$ cat src/rtl/uic_params.svh
// Purpose: Constants of the UART interrupt and FIFO control block.
// Assumes: Three-bit channel register address on the parallel host bus.
// Notes: Trigger tables pack four 8-bit levels, selection code 0 in the low byte.
`ifndef UIC_PARAMS_SVH
`define UIC_PARAMS_SVH

`define UIC_A_RHR 3'h0
`define UIC_A_IER 3'h1
`define UIC_A_ISR 3'h2
`define UIC_A_LSR 3'h5
`define UIC_A_MSR 3'h6

`define UIC_FCR_EN 0
`define UIC_FCR_RXRST 1
`define UIC_FCR_TXRST 2
`define UIC_FCR_DMA 3
`define UIC_IER_RX 0
`define UIC_IER_TX 1
`define UIC_IER_LS 2
`define UIC_IER_MS 3
`define UIC_IER_XOFF 5
`define UIC_IER_RTS 6
`define UIC_IER_CTS 7

`define UIC_FIFO_DEPTH 8'h80
`define UIC_TO_CHARS 7'h04
`define UIC_TO_BITS 7'h0C

`define UIC_RXTRG_A 32'h0E080401
`define UIC_TXTRG_A 32'h01010101
`define UIC_RXTRG_B 32'h1C181008
`define UIC_TXTRG_B 32'h1E180810
`define UIC_RXTRG_C 32'h3C381008
`define UIC_TXTRG_C 32'h38201008

`define UIC_ISR_LS 6'h06
`define UIC_ISR_RXTO 6'h0C
`define UIC_ISR_RX 6'h04
`define UIC_ISR_TX 6'h02
`define UIC_ISR_MS 6'h00
`define UIC_ISR_XOFF 6'h10
`define UIC_ISR_FC 6'h20
`define UIC_ISR_NONE 6'h01

`endif

$ cat src/rtl/uic_pkg.sv
// Purpose: Types of the UART interrupt and FIFO control block.
// Assumes: Constants come from uic_params.svh.
// Notes: Receiver and transmitter inputs travel as structs.
`include "uic_params.svh"

package uic_pkg;

  typedef enum logic [5:0] {
    UIC_CODE_LS = `UIC_ISR_LS,
    UIC_CODE_RXTO = `UIC_ISR_RXTO,
    UIC_CODE_RX = `UIC_ISR_RX,
    UIC_CODE_TX = `UIC_ISR_TX,
    UIC_CODE_MS = `UIC_ISR_MS,
    UIC_CODE_XOFF = `UIC_ISR_XOFF,
    UIC_CODE_FC = `UIC_ISR_FC,
    UIC_CODE_NONE = `UIC_ISR_NONE
  } uic_code_type;

  typedef struct packed {
    logic [7:0] level;
    logic char_stb;
    logic [3:0] char_err;
    logic overrun;
    logic [2:0] head_err;
    logic fifo_err;
    logic xoff_match;
    logic xon_match;
    logic spec_match;
  } uic_rx_type;

  typedef struct packed {
    logic [7:0] level;
    logic thr_empty;
    logic all_empty;
  } uic_tx_type;

  typedef struct packed {
    logic [7:0] interrupt_enable;
    logic fifo_en;
    logic dma;
    logic [1:0] rx_sel;
    logic [1:0] tx_sel;
    logic rx_rst;
    logic tx_rst;
    logic p_ls;
    logic p_rxto;
    logic p_tx;
    logic p_xoff;
    logic p_spec;
    logic p_fc;
    logic thr_empty_q;
    logic all_empty_q;
    logic tx_empty_q;
    logic tx_above_q;
    logic ier_tx_q;
    logic rts_q;
    logic cts_q;
    logic [6:0] to_cnt;
    logic [7:0] rdata;
    logic irq;
    logic rx_pin_n;
    logic tx_pin_n;
  } uic_state_type;

endpackage : uic_pkg

$ cat src/rtl/uic_top.sv
// Purpose: Interrupt enable, prioritised interrupt status and FIFO control of one UART channel.
// Assumes: Host strobes rd_i and wr_i are one-cycle pulses on clk_i; unit inputs share clk_i.
// Notes: Read data appears on rdata_o one cycle after the read strobe.
`include "uic_params.svh"

// Operation
// - All enables clear gives polled mode
// - Line status bits report receive and transmit state
// - Receive ready on character or trigger level
// - Transmit ready on empty, below trigger, enable
// - Transmit ready on FIFO or transmitter empty
// - Line status interrupt on erroneous character
// - Upper enables work only with enhanced bit
// - Interrupt on flow-control pin rising edge
// - Status read shows highest pending interrupt only
// - Six-bit priority codes per interrupt level
// - Receive timeout after four chars twelve bits
// - Modem interrupt on any low change bit
// - Each latched interrupt clears on its own access; receive and modem levels follow their inputs
// - Xoff and special clear on read or character
// - Xoff status holds until Xon received or status read
// - Status bits four and five need enhanced bit
// - Status bit zero low while interrupt pending
// - Top status bits show FIFO enable
// - FIFO control with bit zero clear only disables the FIFO
// - FIFO reset bits clear pointers, self-clear
// - DMA bit selects ready pin behaviour
// - Transmit trigger writable only with enhanced bit
// - Feature bits and fields select trigger table
module uic_top
  import uic_pkg::*;
(
  input wire logic clk_i,
  input wire logic rst_i,
  input wire logic [2:0] addr_i,
  input wire logic rd_i,
  input wire logic wr_i,
  input wire logic [7:0] wdata_i,
  input wire uic_rx_type rx_i,
  input wire uic_tx_type tx_i,
  input wire logic [7:0] msr_i,
  input wire logic efr_enable_i,
  input wire logic [1:0] feature_control_reg_table_i,
  input wire logic rs485_auto_i,
  input wire logic auto_rts_i,
  input wire logic auto_cts_i,
  input wire logic rts_out_i,
  input wire logic cts_pin_i,
  input wire logic [7:0] rx_trg_prog_i,
  input wire logic [7:0] tx_trg_prog_i,
  input wire logic bit_tick_i,
  input wire logic [3:0] char_bits_i,
  output logic [7:0] rdata_o,
  output logic irq_o,
  output logic fifo_en_o,
  output logic dma_mode_o,
  output logic rx_fifo_reset_o,
  output logic tx_fifo_reset_o,
  output logic receive_ready_pin_n_o,
  output logic transmit_ready_pin_n_o
);

  uic_state_type s;
  uic_state_type next_s;
  logic cts_s1;
  logic cts_s2;
  logic [7:0] rx_trig;
  logic [7:0] tx_trig;
  logic [7:0] ier_eff;
  logic [7:0] line_status_reg;
  logic rx_lvl;
  logic ms_lvl;
  logic tx_evt;
  logic to_run;
  logic [6:0] to_limit;
  logic rd_isr;
  logic rd_lsr;
  logic rd_msr;
  logic rd_rhr;
  logic wr_thr;
  uic_code_type code;

  ////////////////////////////////////////////////////////////////////////////
  // Clear-to-send arrives from a pin and is synchronised first.
  always_ff @(posedge clk_i) begin
    if (rst_i) begin
      cts_s1 <= 1'b0;
      cts_s2 <= 1'b0;
    end else begin
      cts_s1 <= cts_pin_i;
      cts_s2 <= cts_s1;
    end
  end

  ////////////////////////////////////////////////////////////////////////////
  function automatic logic [7:0] pick(input logic [31:0] tab, input logic [1:0] sel);
    pick = tab[{sel, 3'b000} +: 8];
  endfunction

  always_comb begin
    unique case (feature_control_reg_table_i)
      2'b00: begin
        rx_trig = pick(`UIC_RXTRG_A, s.rx_sel);
        tx_trig = pick(`UIC_TXTRG_A, s.tx_sel);
      end
      2'b01: begin
        rx_trig = pick(`UIC_RXTRG_B, s.rx_sel);
        tx_trig = pick(`UIC_TXTRG_B, s.tx_sel);
      end
      2'b10: begin
        rx_trig = pick(`UIC_RXTRG_C, s.rx_sel);
        tx_trig = pick(`UIC_TXTRG_C, s.tx_sel);
      end
      2'b11: begin
        rx_trig = rx_trg_prog_i;
        tx_trig = tx_trg_prog_i;
      end
    endcase
  end

  ////////////////////////////////////////////////////////////////////////////
  // Access decode and source levels.
  always_comb begin
    ier_eff = {s.interrupt_enable[7:4] & {4{efr_enable_i}}, s.interrupt_enable[3:0]};
    rd_isr = rd_i && (addr_i == `UIC_A_ISR);
    rd_lsr = rd_i && (addr_i == `UIC_A_LSR);
    rd_msr = rd_i && (addr_i == `UIC_A_MSR);
    rd_rhr = rd_i && (addr_i == `UIC_A_RHR);
    wr_thr = wr_i && (addr_i == `UIC_A_RHR);
    line_status_reg = {rx_i.fifo_err, tx_i.all_empty, tx_i.thr_empty, rx_i.head_err,
           rx_i.overrun, (rx_i.level != 8'h00)};
    rx_lvl = ier_eff[`UIC_IER_RX] && (s.fifo_en ? (rx_i.level >= rx_trig)
                                                 : (rx_i.level != 8'h00));
    ms_lvl = ier_eff[`UIC_IER_MS] && (|msr_i[3:0]);
    to_limit = 7'(`UIC_TO_CHARS * {3'b000, char_bits_i}) + `UIC_TO_BITS;
    to_run = s.fifo_en && (rx_i.level != 8'h00) && !s.p_rxto && (s.to_cnt != to_limit);
    if (s.p_ls) begin
      code = UIC_CODE_LS;
    end else if (s.p_rxto) begin
      code = UIC_CODE_RXTO;
    end else if (rx_lvl) begin
      code = UIC_CODE_RX;
    end else if (s.p_tx) begin
      code = UIC_CODE_TX;
    end else if (ms_lvl) begin
      code = UIC_CODE_MS;
    end else if ((s.p_xoff || s.p_spec) && efr_enable_i) begin
      code = UIC_CODE_XOFF;
    end else if (s.p_fc && efr_enable_i) begin
      code = UIC_CODE_FC;
    end else begin
      code = UIC_CODE_NONE;
    end
    // Transmit-ready events; RS-485 mode uses transmitter empty in place of FIFO empty.
    if (!s.fifo_en) begin
      tx_evt = tx_i.thr_empty && !s.thr_empty_q;
    end else if (rs485_auto_i) begin
      tx_evt = (tx_i.all_empty && !s.all_empty_q)
               || ((tx_i.level < tx_trig) && s.tx_above_q);
    end else begin
      tx_evt = ((tx_i.level == 8'h00) && !s.tx_empty_q)
               || ((tx_i.level < tx_trig) && s.tx_above_q);
    end
  end

  ////////////////////////////////////////////////////////////////////////////
  // Next-state computation.
  always_comb begin
    next_s = s;
    next_s.rx_rst = 1'b0;
    next_s.tx_rst = 1'b0;
    if (wr_i && (addr_i == `UIC_A_IER)) begin
      next_s.interrupt_enable = wdata_i;
    end
    if (wr_i && (addr_i == `UIC_A_ISR)) begin
      if (wdata_i[`UIC_FCR_EN]) begin
        next_s.fifo_en = 1'b1;
        next_s.rx_rst = wdata_i[`UIC_FCR_RXRST];
        next_s.tx_rst = wdata_i[`UIC_FCR_TXRST];
        next_s.dma = wdata_i[`UIC_FCR_DMA];
        next_s.rx_sel = wdata_i[7:6];
        if (efr_enable_i) begin
          next_s.tx_sel = wdata_i[5:4];
        end
      end else begin
        next_s.fifo_en = 1'b0;
      end
    end
    // Each flag clears on its access; a coincident set wins.
    if (rd_lsr) begin
      next_s.p_ls = 1'b0;
    end
    if (rx_i.char_stb && (|rx_i.char_err) && ier_eff[`UIC_IER_LS]) begin
      next_s.p_ls = 1'b1;
    end
    if (rd_rhr || rx_i.char_stb) begin
      next_s.to_cnt = 7'h00;
    end else if (to_run && bit_tick_i) begin
      next_s.to_cnt = s.to_cnt + 7'h01;
    end
    if (rd_rhr) begin
      next_s.p_rxto = 1'b0;
    end
    if (to_run && (s.to_cnt == to_limit - 7'h01) && bit_tick_i && ier_eff[`UIC_IER_RX]) begin
      next_s.p_rxto = 1'b1;
    end
    if (wr_thr || (rd_isr && code == UIC_CODE_TX)) begin
      next_s.p_tx = 1'b0;
    end
    if (ier_eff[`UIC_IER_TX] && (tx_evt || (!s.ier_tx_q && tx_i.thr_empty))) begin
      next_s.p_tx = 1'b1;
    end
    if (rx_i.xon_match || (rd_isr && code == UIC_CODE_XOFF)) begin
      next_s.p_xoff = 1'b0;
    end
    if (rx_i.xoff_match && ier_eff[`UIC_IER_XOFF]) begin
      next_s.p_xoff = 1'b1;
    end
    if (rx_i.char_stb || (rd_isr && code == UIC_CODE_XOFF)) begin
      next_s.p_spec = 1'b0;
    end
    if (rx_i.spec_match && ier_eff[`UIC_IER_XOFF]) begin
      next_s.p_spec = 1'b1;
    end
    if (rd_msr) begin
      next_s.p_fc = 1'b0;
    end
    if ((ier_eff[`UIC_IER_RTS] && auto_rts_i && rts_out_i && !s.rts_q)
        || (ier_eff[`UIC_IER_CTS] && auto_cts_i && cts_s2 && !s.cts_q)) begin
      next_s.p_fc = 1'b1;
    end
    next_s.thr_empty_q = tx_i.thr_empty;
    next_s.all_empty_q = tx_i.all_empty;
    next_s.tx_empty_q = (tx_i.level == 8'h00);
    next_s.tx_above_q = (tx_i.level >= tx_trig);
    next_s.ier_tx_q = ier_eff[`UIC_IER_TX];
    next_s.rts_q = rts_out_i;
    next_s.cts_q = cts_s2;
    next_s.irq = (code != UIC_CODE_NONE);
    if (rd_i) begin
      unique case (addr_i)
        `UIC_A_IER: next_s.rdata = s.interrupt_enable;
        `UIC_A_ISR: next_s.rdata = {s.fifo_en, s.fifo_en, code};
        `UIC_A_LSR: next_s.rdata = line_status_reg;
        `UIC_A_MSR: next_s.rdata = msr_i;
        default: next_s.rdata = 8'h00;
      endcase
    end
    if (!s.fifo_en) begin
      next_s.rx_pin_n = !(rx_i.level != 8'h00);
      next_s.tx_pin_n = !tx_i.thr_empty;
    end else if (s.dma) begin
      next_s.rx_pin_n = !((rx_i.level >= rx_trig) || s.p_rxto);
      next_s.tx_pin_n = !(tx_i.level < `UIC_FIFO_DEPTH);
    end else begin
      next_s.rx_pin_n = !(rx_i.level != 8'h00);
      next_s.tx_pin_n = !(tx_i.level == 8'h00);
    end
  end

  ////////////////////////////////////////////////////////////////////////////
  always_ff @(posedge clk_i) begin
    if (rst_i) begin
      s <= '0;
      s.rdata <= 8'h00;
      s.rx_pin_n <= 1'b1;
      s.tx_pin_n <= 1'b1;
    end else begin
      s <= next_s;
    end
  end

  assign rdata_o = s.rdata;
  assign irq_o = s.irq;
  assign fifo_en_o = s.fifo_en;
  assign dma_mode_o = s.dma;
  assign rx_fifo_reset_o = s.rx_rst;
  assign tx_fifo_reset_o = s.tx_rst;
  assign receive_ready_pin_n_o = s.rx_pin_n;
  assign transmit_ready_pin_n_o = s.tx_pin_n;
endmodule // uic_top

$ cat config.mk
export PLATFORM = sky130hd
export DESIGN_NAME = uic_top
export DESIGN_NICKNAME = d
export VERILOG_FILES = /design/src/rtl/uic_pkg.sv /design/src/rtl/uic_top.sv
export VERILOG_INCLUDE_DIRS = /design/src /design/src/rtl
export SDC_FILE = /design/constraint.sdc
export NUM_CORES = 1
export LEC_CHECK = 0
export BUFFER_PORTS_ARGS = -buffer_cell sky130_fd_sc_hd__buf_2
export CORE_AREA = 8 8 85 87
export DETAILED_ROUTE_END_ITERATION = 10
export DIE_AREA = 0 0 93 95
export PLACE_DENSITY = 0.85
export SYNTH_ARGS = -nofsm -noshare
export SYNTH_HDL_FRONTEND = slang
export SYNTH_SLANG_ARGS = --single-unit
$ cat constraint.sdc
create_clock -name clk_i -period 3.65 [get_ports clk_i]
set_input_delay 0.365 -clock clk_i [delete_from_list [all_inputs] [get_ports clk_i]]
set_output_delay 0.365 -clock clk_i [all_outputs]
set_load 0.02 [all_outputs]
==> results of run 1 <==
==> power by group through the flow <==
stage | clock network, mW | logic (mW) | registers (mW)
floorplan | 0 | 0.143 | 0.569
global placement | 0 | 0.220 | 0.568
detailed placement | 0 | 0.229 | 0.569
CTS | 0.345 | 0.230 | 0.556
global route | 0.373 | 0.256 | 0.558
finish | 0.343 | 0.231 | 0.557
==> flip-flops by register name (all words and copies together), names as in the netlist <==
| name | flops |
|---|---|
| cts_s2 | 1 |
| s | 28 |
| fifo_en_o | 1 |
| ier_eff | 4 |
| cts_s1 | 1 |
| rx_fifo_reset_o | 1 |
| receive_ready_pin_n_o | 1 |
| transmit_ready_pin_n_o | 1 |
| tx_fifo_reset_o | 1 |
| dma_mode_o | 1 |
| irq_o | 1 |
| rdata_o | 8 |
==> cell usage after synthesis, drive strengths merged (3+ instances only) <==
master,n
and4b,3
dfxtp,49
nor2,32
nand4,9
a21oi,38
nand3b,7
buf,16
xor2,5
o21ai,19
nand3,8
a22o,6
inv,14
nand2,51
a21o,3
o211ai,4
nand2b,8
a31oi,6
clkbuf,9
ha,23
nor3b,4
or4,4
nor2b,18
a22oi,3
nor3,4
mux2i,12
o31ai,3
a211oi,6
or3,6
nor4,4
a32oi,5
==> critical path: cells and delay by family <==
family,cells,cell delay (ns)
adders and majority gates,2,0.61
AOI/OAI and AO/OA,5,1.40
and+or+nand+nor,2,0.33
buffers and inverters,2,0.14
==> layout make-up <==
class	instances	area (um^2)	share of cell area, %
clock inverter	3	26.3	0.695
inverter	14	52.6	1.39
tap	75	93.8	2.48
sequential	49	981	26.0
timing repair buffer	98	493	13.0
clock buffer	5	68.8	1.82
multi-input combinational	317	2060	54.6
==> per-layer routing <==
metal	vias to the layer above	wire length [um]	GRT usage (%)
met5	-	0	0
met4	0	98	5.64
met3	10	577	5.24
met2	102	4580	34.3
met1	1500	3770	23.6
li1	1639	-	-
==> cells by family (layout without fill, tap and decap cells) <==
group	count (synthesis)	in the layout	share of synthesized area, %
mux	13	13	4.06
compound gates	110	110	23.1
buf+inv	39	120	5.84
flops	49	49	30.3
fa+ha+maj	23	23	8.90
simple gates	165	165	26.2
xor+xnor	6	6	1.62
==> cell usage in the layout (no fill, tap or decap), drive strengths merged, types with 5 or more instances in the layout <==
master / instances
buf: 98
nand2: 51
dfxtp: 49
a21oi: 38
nor2: 32
ha: 23
o21ai: 19
nor2b: 18
inv: 17
mux2i: 12
nand4: 9
nand2b: 8
nand3: 8
nand3b: 7
a22o: 6
or3: 6
a31oi: 6
a211oi: 6
a32oi: 5
xor2: 5
clkbuf: 5
==> metrics by stage <==
step	hold WS (ns)	setup WS (ns)	utilization (%)	std cells
after floorplan	0.414	1.07	-	405
after global placement	0.415	0.717	63.4	553
after detailed placement	0.425	0.656	63.4	553
after CTS	0.257	0.971	65.0	561
after global routing	0.256	0.665	65.0	561
final	0.258	0.970	65.0	561
==> path summary, 6_finish.rpt <==
kind | depth (start not counted) | end
setup reg to reg | 8 | s[27]$_SDFFE_PP0P_
hold / removal | 2 | cts_s1$_SDFF_PP0_
setup / recovery | 11 | s[27]$_SDFFE_PP0P_
hold reg to reg | 1 | cts_s2$_SDFF_PP0_
==> run summary, run 1 <==
post-route cell area: 0.00378 mm^2
IO buf count: 97
RSZ-0062 raised after global routing: false
H-tree depth: 2
leak pwr: 1.64 nW
placed inst area: 0.00368 mm^2
Critical Path, Cell by Cell: buf_2, inv_1, ha_1, nor2b_1, a22o_1, ha_1, nand2b_1, a2111oi_0, o31ai_2, a211oi_2, a211oi_1
CP max stage delay: 0.51 ns
register area share after synthesis: 30.3%
Syn Inst Count: 405
Worst Clk Skew: 0.00992 ns
Core Region: 0.00582 mm^2
drt pass-1 iters: 5
CTS resizes: 0
worst hold start: cts_pin_i
Die Footprint: 0.00884 mm^2
number of CTS-inserted buffers: 5
Final Max Tran Viols: 0
Final setup viols: 0
post-DP HPWL: 7.19 mm
EDFF count, synth: 0
Power Density: 299 mW/mm^2
layout cells sized above 1: 23.3%
outcome: finished, final reports clean
first-pass GRT wire length: 14.5 mm
Die Y: 95 um
number of remaining DRC errors: 0
clock buffer depth: 2
DR WL/cell: 16.1 um
Critical Path Start: feature_control_reg_table_i[0]
Sw Pwr: 0.339 mW
worst r2r src: s[36]$_SDFFE_PP0P_
critical path arrival: 2.85 ns
number of global-route vias before repair: 3241
clk sinks: 49
Synth top area share: 30.3%
First DRT Iteration DRCs: 191
vias: 3251
DR vias/cell: 5.80
Setup Buffers After CTS: 0
Max VDD drop: 0.267 mV
Yosys cell types: 59
antenna cells: 0
Crit Path Class: in -> reg
Die Width: 93 um
CP required: 3.82 ns
Post-Syn Area: 0.00323 mm^2
power share of the clock group: 30.4%
# rows: 28
setup slack, reg-to-reg: 1.22 ns
Routability Congestion: 0.885
period utilization: 73.4%
crit end category: register
Reg clk slew, reported paths: 0.10 ns
Initial Util: 55.6%
f_max: 373 MHz
Sequential Power Share: 49.2%
setup TNS: 0 ns
Comb power frac: 20.4%
leading post-synthesis cells by cell area: dfxtp_1 30%, ha_1 8.9%, nand2_1 5.9%
#FFs+latches synth: 49
fill count: 550
number of max-cap violations: 0
Async SR Flop Fraction: 0%
Primary FF master, synth: dfxtp_1
Rel. slew slack: 53.2%
drt total wl: 9.03 mm
Critical Path Fanout Max: 6
Sw Share: 29.9%
total power: 1.13 mW
# nets final: 591
TritonCTS clock tree: done
HP Class: in -> reg
GRT Overall Usage: 19.8%
Yosys top cell by area: dfxtp_1
yosys warns: 0
Area growth syn-to-layout: 16.9%
Synth Net Count: 511
Worst Max-Slew Pin Slew: 0.702 ns
initial antenna violation count: 0
clock root buffer: clkbuf_8
grt total ovfl: 0
crit path max-delay cell type: a2111oi_0
minimum clock period: 2.68 ns
I/O Pins: 98
hold bufs inserted after CTS: 0
syn_area_per_cell: 7.99 um^2
largest net degree at the start of global routing: 41
post-route ant nets: 0
clk_lat worst skew: 0.30 ns
Critical Path Source Type: input port
final-report hold violation count: 0
most used cell, CP: ha_1
Int Pwr: 0.792 mW
(Power assumes the default switching activity.)
==> inputs of run 2 (changes only) <==
--- a/config.mk
+++ b/config.mk
@@ -7,10 +7,10 @@
 export NUM_CORES = 1
 export LEC_CHECK = 0
 export BUFFER_PORTS_ARGS = -buffer_cell sky130_fd_sc_hd__buf_2
-export CORE_AREA = 8 8 85 87
+export CORE_AREA = 8 8 88 90
 export DETAILED_ROUTE_END_ITERATION = 10
-export DIE_AREA = 0 0 93 95
-export PLACE_DENSITY = 0.85
+export DIE_AREA = 0 0 96 98
+export PLACE_DENSITY = 0.8
 export SYNTH_ARGS = -nofsm -noshare
 export SYNTH_HDL_FRONTEND = slang
 export SYNTH_SLANG_ARGS = --single-unit
==> constraint.sdc (replaced) <==
create_clock -name clk_i -period 2.5 [get_ports clk_i]
set_input_delay 0.25 -clock clk_i [delete_from_list [all_inputs] [get_ports clk_i]]
set_output_delay 0.25 -clock clk_i [all_outputs]
set_load 0.02 [all_outputs]
==> run 2 against run 1 <==
  * Count of clock-buffer cells in the layout did not move
  * Sequential share of layout area fell by 0.69 points
  * Core utilization is 5.2 points lower
  * Critical path type unchanged
  * Flip-flop and latch count did not move
  * Non-clock buffer count up 9
  * Critical path depth up 2
  * Global-route usage down 0.87 points
  * Critical endpoint unchanged
  * Register-to-register slack got worse by 1.1 ns
  * Clock power rose by 37%
  * Sequential power rose by 46%
  * Total power rose by 45%
  * Clock skew shrank 0.0042 ns
==> run summary, run 2 (synthesis results as in run 1) <==
fin cells: 575 (+2.5%)
antenna cells: 0 (unchanged)
first-pass GRT wire length: 14.7 mm (+1.7%)
most common cell after layout, fill and taps aside: buf_2
HP Class: in -> reg
DR vias/cell: 5.73 (-1.1%)
crit end category: register
number of CTS-inserted buffers: 5 (unchanged)
Inst Count DP: 566 (+2.4%)
DR WL/cell: 15.7 um (-2.5%)
final-report hold violation count: 0 (unchanged)
hold bufs inserted after CTS: 0 (unchanged)
I/O Pins: 98 (unchanged)
Int Pwr: 1.16 mW (+46%)
power share of the clock group: 28.7% (-1.7 points)
layout cells sized above 1: 25.1% (+1.8 points)
grt total ovfl: 0 (unchanged)
number of max-cap violations: 0 (unchanged)
drt total wl: 9.02 mm (about the same)
commonest non-fill, non-tap cells in the layout: 97 x buf_2, 51 x nand2_1, 49 x dfxtp_1
Comb power frac: 21.8% (+1.4 points)
Worst Clk Skew: 0.00570 ns (-0.00422 ns)
post-place setup slack: -0.302 ns (-0.958 ns)
minimum clock period: 2.38 ns
Die Width: 96 um (+3.2%)
Worst Max-Slew Pin Slew: 0.682 ns (-0.0206 ns)
Reg clk slew, reported paths: 0.09 ns (about the same)
TritonCTS clock tree: done
RSZ-0062 raised after global routing: false
GRT Overall Usage: 18.9% (-0.87 points)
Sw Pwr: 0.481 mW (+42%)
final setup margin: 0.117 ns (-0.854 ns)
number of remaining DRC errors: 0 (unchanged)
IO buf count: 97 (unchanged)
Rel. slew slack: 54.5% (+1.3 points)
largest net degree at the start of global routing: 31 (-24%)
CP required: 2.69 ns (-1.13 ns)
Die Y: 98 um (+3.2%)
clock buffer depth: 2 (unchanged)
clock root buffer: clkbuf_8
Final setup viols: 0 (unchanged)
# rows: 30 (+7.1%)
Die Footprint: 0.00941 mm^2 (+6.5%)
clk sinks: 49 (unchanged)
Critical Path Source Type: input port
Critical Path Fanout Max: 6 (unchanged)
fill count: 619 (+13%)
outcome: finished, final reports clean
H-tree depth: 2 (unchanged)
period utilization: 95.3%
leak pwr: 1.69 nW (+3.0%)
max reg flops: 28 (unchanged)
vias: 3296 (+1.4%)
Final Max Tran Viols: 0 (unchanged)
Sequential Power Share: 49.5% (+0.3 points)
initial antenna violation count: 0 (unchanged)
Power Density: 423 mW/mm^2 (+41%)
First DRT Iteration DRCs: 272 (+42%)
Crit Path Class: in -> reg
post-route ant nets: 0 (unchanged)
post-DP HPWL: 7.30 mm (+1.5%)
Core Region: 0.00649 mm^2 (+12%)
drt pass-1 iters: 4 (-1)
Sw Share: 29.3% (-0.62 points)
Initial Util: 49.8% (-5.8 points)
Area growth syn-to-layout: 20.0%
critical path arrival: 2.58 ns (-0.27 ns)
f_max: 420 MHz
Max VDD drop: 0.305 mV (+14%)
Biggest register: s
clk_lat worst skew: 0.31 ns (about the same)
# nets final: 600 (+1.5%)
Routability Congestion: 0.923 (+4.4%)
number of global-route vias before repair: 3361 (+3.7%)
run 2: changes by cell type in the layout (fill, tap and decap cells not counted), sizes merged:
cell	previous run	this run
buf	98	107
clkinv	0	3
inv	17	14
run 2: what timing repair did:
item / in CTS / in global routing
resized for setup: 0 / 6
buffers inserted: 0 / 1
setup endpoints to repair: 0 / 9
run 2: critical path, cell delays in order:
cell and delay, ns:
buf_2 0.10, inv_1 0.04, ha_1 0.30, nor2b_1 0.15, a22o_1 0.20, ha_1 0.27
nand2b_1 0.18, a2111oi_4 0.35, buf_4 0.17, o31ai_4 0.08, a211oi_2 0.25, buf_4 0.17
a211oi_1 0.06
run 2: final timing paths:
check                                 startpoint                  to  cells past startpoint  slack (ns)
setup / recovery  feature_control_reg_table_i[0]  s[27]$_SDFFE_PP0P_                     13        0.12
hold / removal                         cts_pin_i   cts_s1$_SDFF_PP0_                      2        0.15
setup reg to reg              s[35]$_SDFFE_PP0P_  s[27]$_SDFFE_PP0P_                     10        0.15
hold reg to reg                cts_s1$_SDFF_PP0_   cts_s2$_SDFF_PP0_                      1        0.45
run 2: per-stage QoR:
stage	hold WS (ns)	cell area (um^2)	util (%)	TNS [ns]	power [mW]
global placement	0.426	3750	57.8	-0.716	1.16
floorplan	0.378	3230	-	0	1.04
finish	0.153	3880	59.8	0	1.64
CTS	0.150	3840	59.2	0	1.64
detailed placement	0.439	3750	57.8	-1.81	1.18
global route	0.143	3880	59.8	0	1.72
run 2: power by group through the flow:
stage | registers (mW) | logic (mW) | clock network (mW)
after floorplan | 0.830 | 0.208 | 0
after global placement | 0.830 | 0.333 | 0
after detailed placement | 0.830 | 0.345 | 0
after CTS | 0.812 | 0.347 | 0.479
after global routing | 0.815 | 0.397 | 0.506
final | 0.812 | 0.357 | 0.471
run 2: per-layer routing:
metal	routed length, um	track usage [%]	share of wire, %
met5	0	0	0
met4	118	5.21	1.3
met3	598	4.37	6.6
met2	4620	32.9	51
met1	3680	22.2	41
run 2: layout make-up:
class	count	area, um^2	share of cell area [%]
repair buffers	107	561	14.4
well taps	80	100	2.58
multi-input cells	317	2100	54.0
inverters	14	52.6	1.35
clock inverters	3	22.5	0.580
clock buffers	5	68.8	1.77
flip-flops and latches	49	981	25.3
==> inputs of run 3 (changes only) <==
==> constraint.sdc (replaced) <==
create_clock -name clk_i -period 2.7 [get_ports clk_i]
set_input_delay 0.27 -clock clk_i [delete_from_list [all_inputs] [get_ports clk_i]]
set_output_delay 0.27 -clock clk_i [all_outputs]
set_load 0.02 [all_outputs]
==> run 3 against run 2 <==
  * Setup slack improved by 0.14 ns
  * Wire length decreased by 0.32%
  * Die area unchanged
  * Critical path type unchanged
  * Critical endpoint unchanged
==> run summary, run 3 (synthesis results as in run 1) <==
outcome: finished, final reports clean
sequential cell area: 981 um^2 (unchanged)
DR vias/cell: 5.82 (+1.5%)
most used cell, CP: ha_1
post-route ant nets: 0 (unchanged)
Worst Clk Skew: 0.00681 ns (+0.00112 ns)
RSZ-0062 raised after global routing: false
clock root buffer: clkbuf_8
Bufs and invs on worst path: 3 (-1)
Sw Pwr: 0.443 mW (-7.8%)
CP top delay family: compound AO/OA/AOI/OAI gates
clk sinks: 49 (unchanged)
largest net degree at the start of global routing: 31 (unchanged)
clk_lat worst skew: 0.31 ns (about the same)
fin cells: 572 (-0.52%)
Int Pwr: 1.10 mW (-5.4%)
most common cell after layout, fill and taps aside: buf_2
power share of the clock group: 30.4% (+1.7 points)
# nets final: 597 (-0.50%)
Sequential Power Share: 48.8% (-0.7 points)
drt pass-1 iters: 4 (unchanged)
number of max-cap violations: 0 (unchanged)
Die Y: 98 um (unchanged)
Rel. slew slack: 55.3% (+0.86 points)
antenna cells: 0 (unchanged)
post-DP HPWL: 7.19 mm (-1.5%)
final core occ: 59.1% (-0.71 points)
leak pwr: 1.67 nW (-0.94%)
Comb power frac: 20.8% (-1.0 points)
drt total wl: 8.99 mm (-0.32%)
final-report hold violation count: 0 (unchanged)
initial antenna violation count: 0 (unchanged)
DR WL/cell: 15.7 um (+0.20%)
Critical Path Start: feature_control_reg_table_i[0]
vias: 3327 (+0.94%)
TritonCTS clock tree: done
critical path arrival: 2.63 ns (+0.05 ns)
max reg flops: 28 (unchanged)
minimum clock period: 2.45 ns
Setup Buffers After CTS: 0 (unchanged)
HP Class: in -> reg
GRT Overall Usage: 19.2% (+0.30 points)
H-tree depth: 2 (unchanged)
multi-input logic area: 0.00206 mm^2 (-1.6%)
Final setup viols: 0 (unchanged)
CTS resizes: 0 (unchanged)
setup TNS: 0 ns (unchanged)
Crit Path Class: in -> reg
period utilization: 90.6%
Worst Max-Slew Pin Slew: 0.669 ns (-0.0129 ns)
I/O Pins: 98 (unchanged)
hold bufs inserted after CTS: 0 (unchanged)
number of CTS-inserted buffers: 5 (unchanged)
Power Density: 402 mW/mm^2 (-4.9%)
worst r2r src: s[35]$_SDFFE_PP0P_
fill count: 598 (-3.4%)
Critical Path, Cell by Cell: buf_2, inv_1, ha_1, nor2b_1, a22o_1, ha_1, nand2b_1, a2111oi_0, buf_4, o31ai_2, a211oi_2, a211oi_1
Reg clk slew, reported paths: 0.09 ns (about the same)
IO buf count: 97 (unchanged)
commonest non-fill, non-tap cells in the layout: 97 x buf_2, 51 x nand2_1, 49 x dfxtp_1
# rows: 30 (unchanged)
Final Max Tran Viols: 0 (unchanged)
Die Footprint: 0.00941 mm^2 (unchanged)
Routability Congestion: 0.908 (-1.7%)
CP max stage delay: 0.40 ns (+0.05 ns)
Core Region: 0.00649 mm^2 (unchanged)
Initial Util: 49.8% (unchanged)
Area growth syn-to-layout: 18.6%
Critical Path Fanout Max: 6 (unchanged)
Critical Path Source Type: input port
first-pass GRT wire length: 15.0 mm (+1.5%)
f_max: 409 MHz
number of remaining DRC errors: 0 (unchanged)
Inst Count DP: 564 (-0.35%)
First DRT Iteration DRCs: 196 (-28%)
Die Width: 96 um (unchanged)
crit end category: register
layout cells sized above 1: 24.2% (-0.86 points)
worst hold start: cts_pin_i
Sw Share: 28.8% (-0.54 points)
crit path max-delay cell type: a2111oi_0
CP required: 2.88 ns (+0.19 ns)
Max VDD drop: 0.271 mV (-11%)
grt total ovfl: 0 (unchanged)
clock buffer depth: 2 (unchanged)
Biggest register: s
number of global-route vias before repair: 3344 (-0.51%)
-- run 3: changes by cell type in the layout (fill, tap and decap cells not counted), sizes merged --
| cell | delta |
|---|---|
| clkinv | -2 |
| buf | -3 |
| clkbuf | +1 |
| inv | +1 |
-- run 3: layer usage --
metal / part of all wire, % / track usage, % / up-vias / wire length, um
met2: 50 / 32.1 / 118 / 4520
met3: 6.4 / 4.76 / 14 / 576
met5: 0 / 0 / - / 0
met1: 41 / 22.6 / 1554 / 3720
li1: - / - / 1641 / -
met4: 1.9 / 7.46 / 0 / 168
-- run 3: metrics by stage --
stage / cell area, um^2 / total power, mW / hold WS, ns / setup WS [ns]
floorplan: 3230 / 0.961 / 0.398 / 0.217
global placement: 3740 / 1.07 / 0.426 / -0.0283
detailed placement: 3740 / 1.09 / 0.452 / -0.0556
CTS: 3840 / 1.55 / 0.167 / 0.266
global route: 3840 / 1.63 / 0.164 / 0.0693
finish: 3840 / 1.54 / 0.169 / 0.254
-- run 3: final timing paths --
| path | to | cells past startpoint | slack, ns |
|---|---|---|---|
| worst min register to register | cts_s2$_SDFF_PP0_ | 1 | 0.46 |
| worst min-delay path | cts_s1$_SDFF_PP0_ | 2 | 0.17 |
| worst max-delay path | s[27]$_SDFFE_PP0P_ | 12 | 0.25 |
| worst max register to register | s[27]$_SDFFE_PP0P_ | 9 | 0.34 |
-- run 3: area by class of cell --
cell class	instances	share of cell area, %
Multi-Input combinational cell	317	53.8
Timing Repair Buffer	104	14.0
Tap cell	80	2.61
Clock buffer	6	2.15
Sequential cell	49	25.6
Clock inverter	2	0.457
Inverter	14	1.37
-- run 3: power by group through the flow --
stage | sequential, mW | clock [mW] | combinational (mW)
after global routing | 0.754 | 0.514 | 0.356
final | 0.752 | 0.468 | 0.321
after detailed placement | 0.769 | 0 | 0.318
after floorplan | 0.769 | 0 | 0.193
after global placement | 0.769 | 0 | 0.306
after CTS | 0.752 | 0.482 | 0.320
-- run 3: worst register-to-register path: stages, from the launching register on --
cell and delay (ns):
dfxtp_1 0.42, nor2_1 0.08, a22o_1 0.18, ha_1 0.26, nand2b_1 0.14, a2111oi_0 0.40, buf_4 0.18, o31ai_2 0.11
a211oi_2 0.34, a211oi_1 0.12
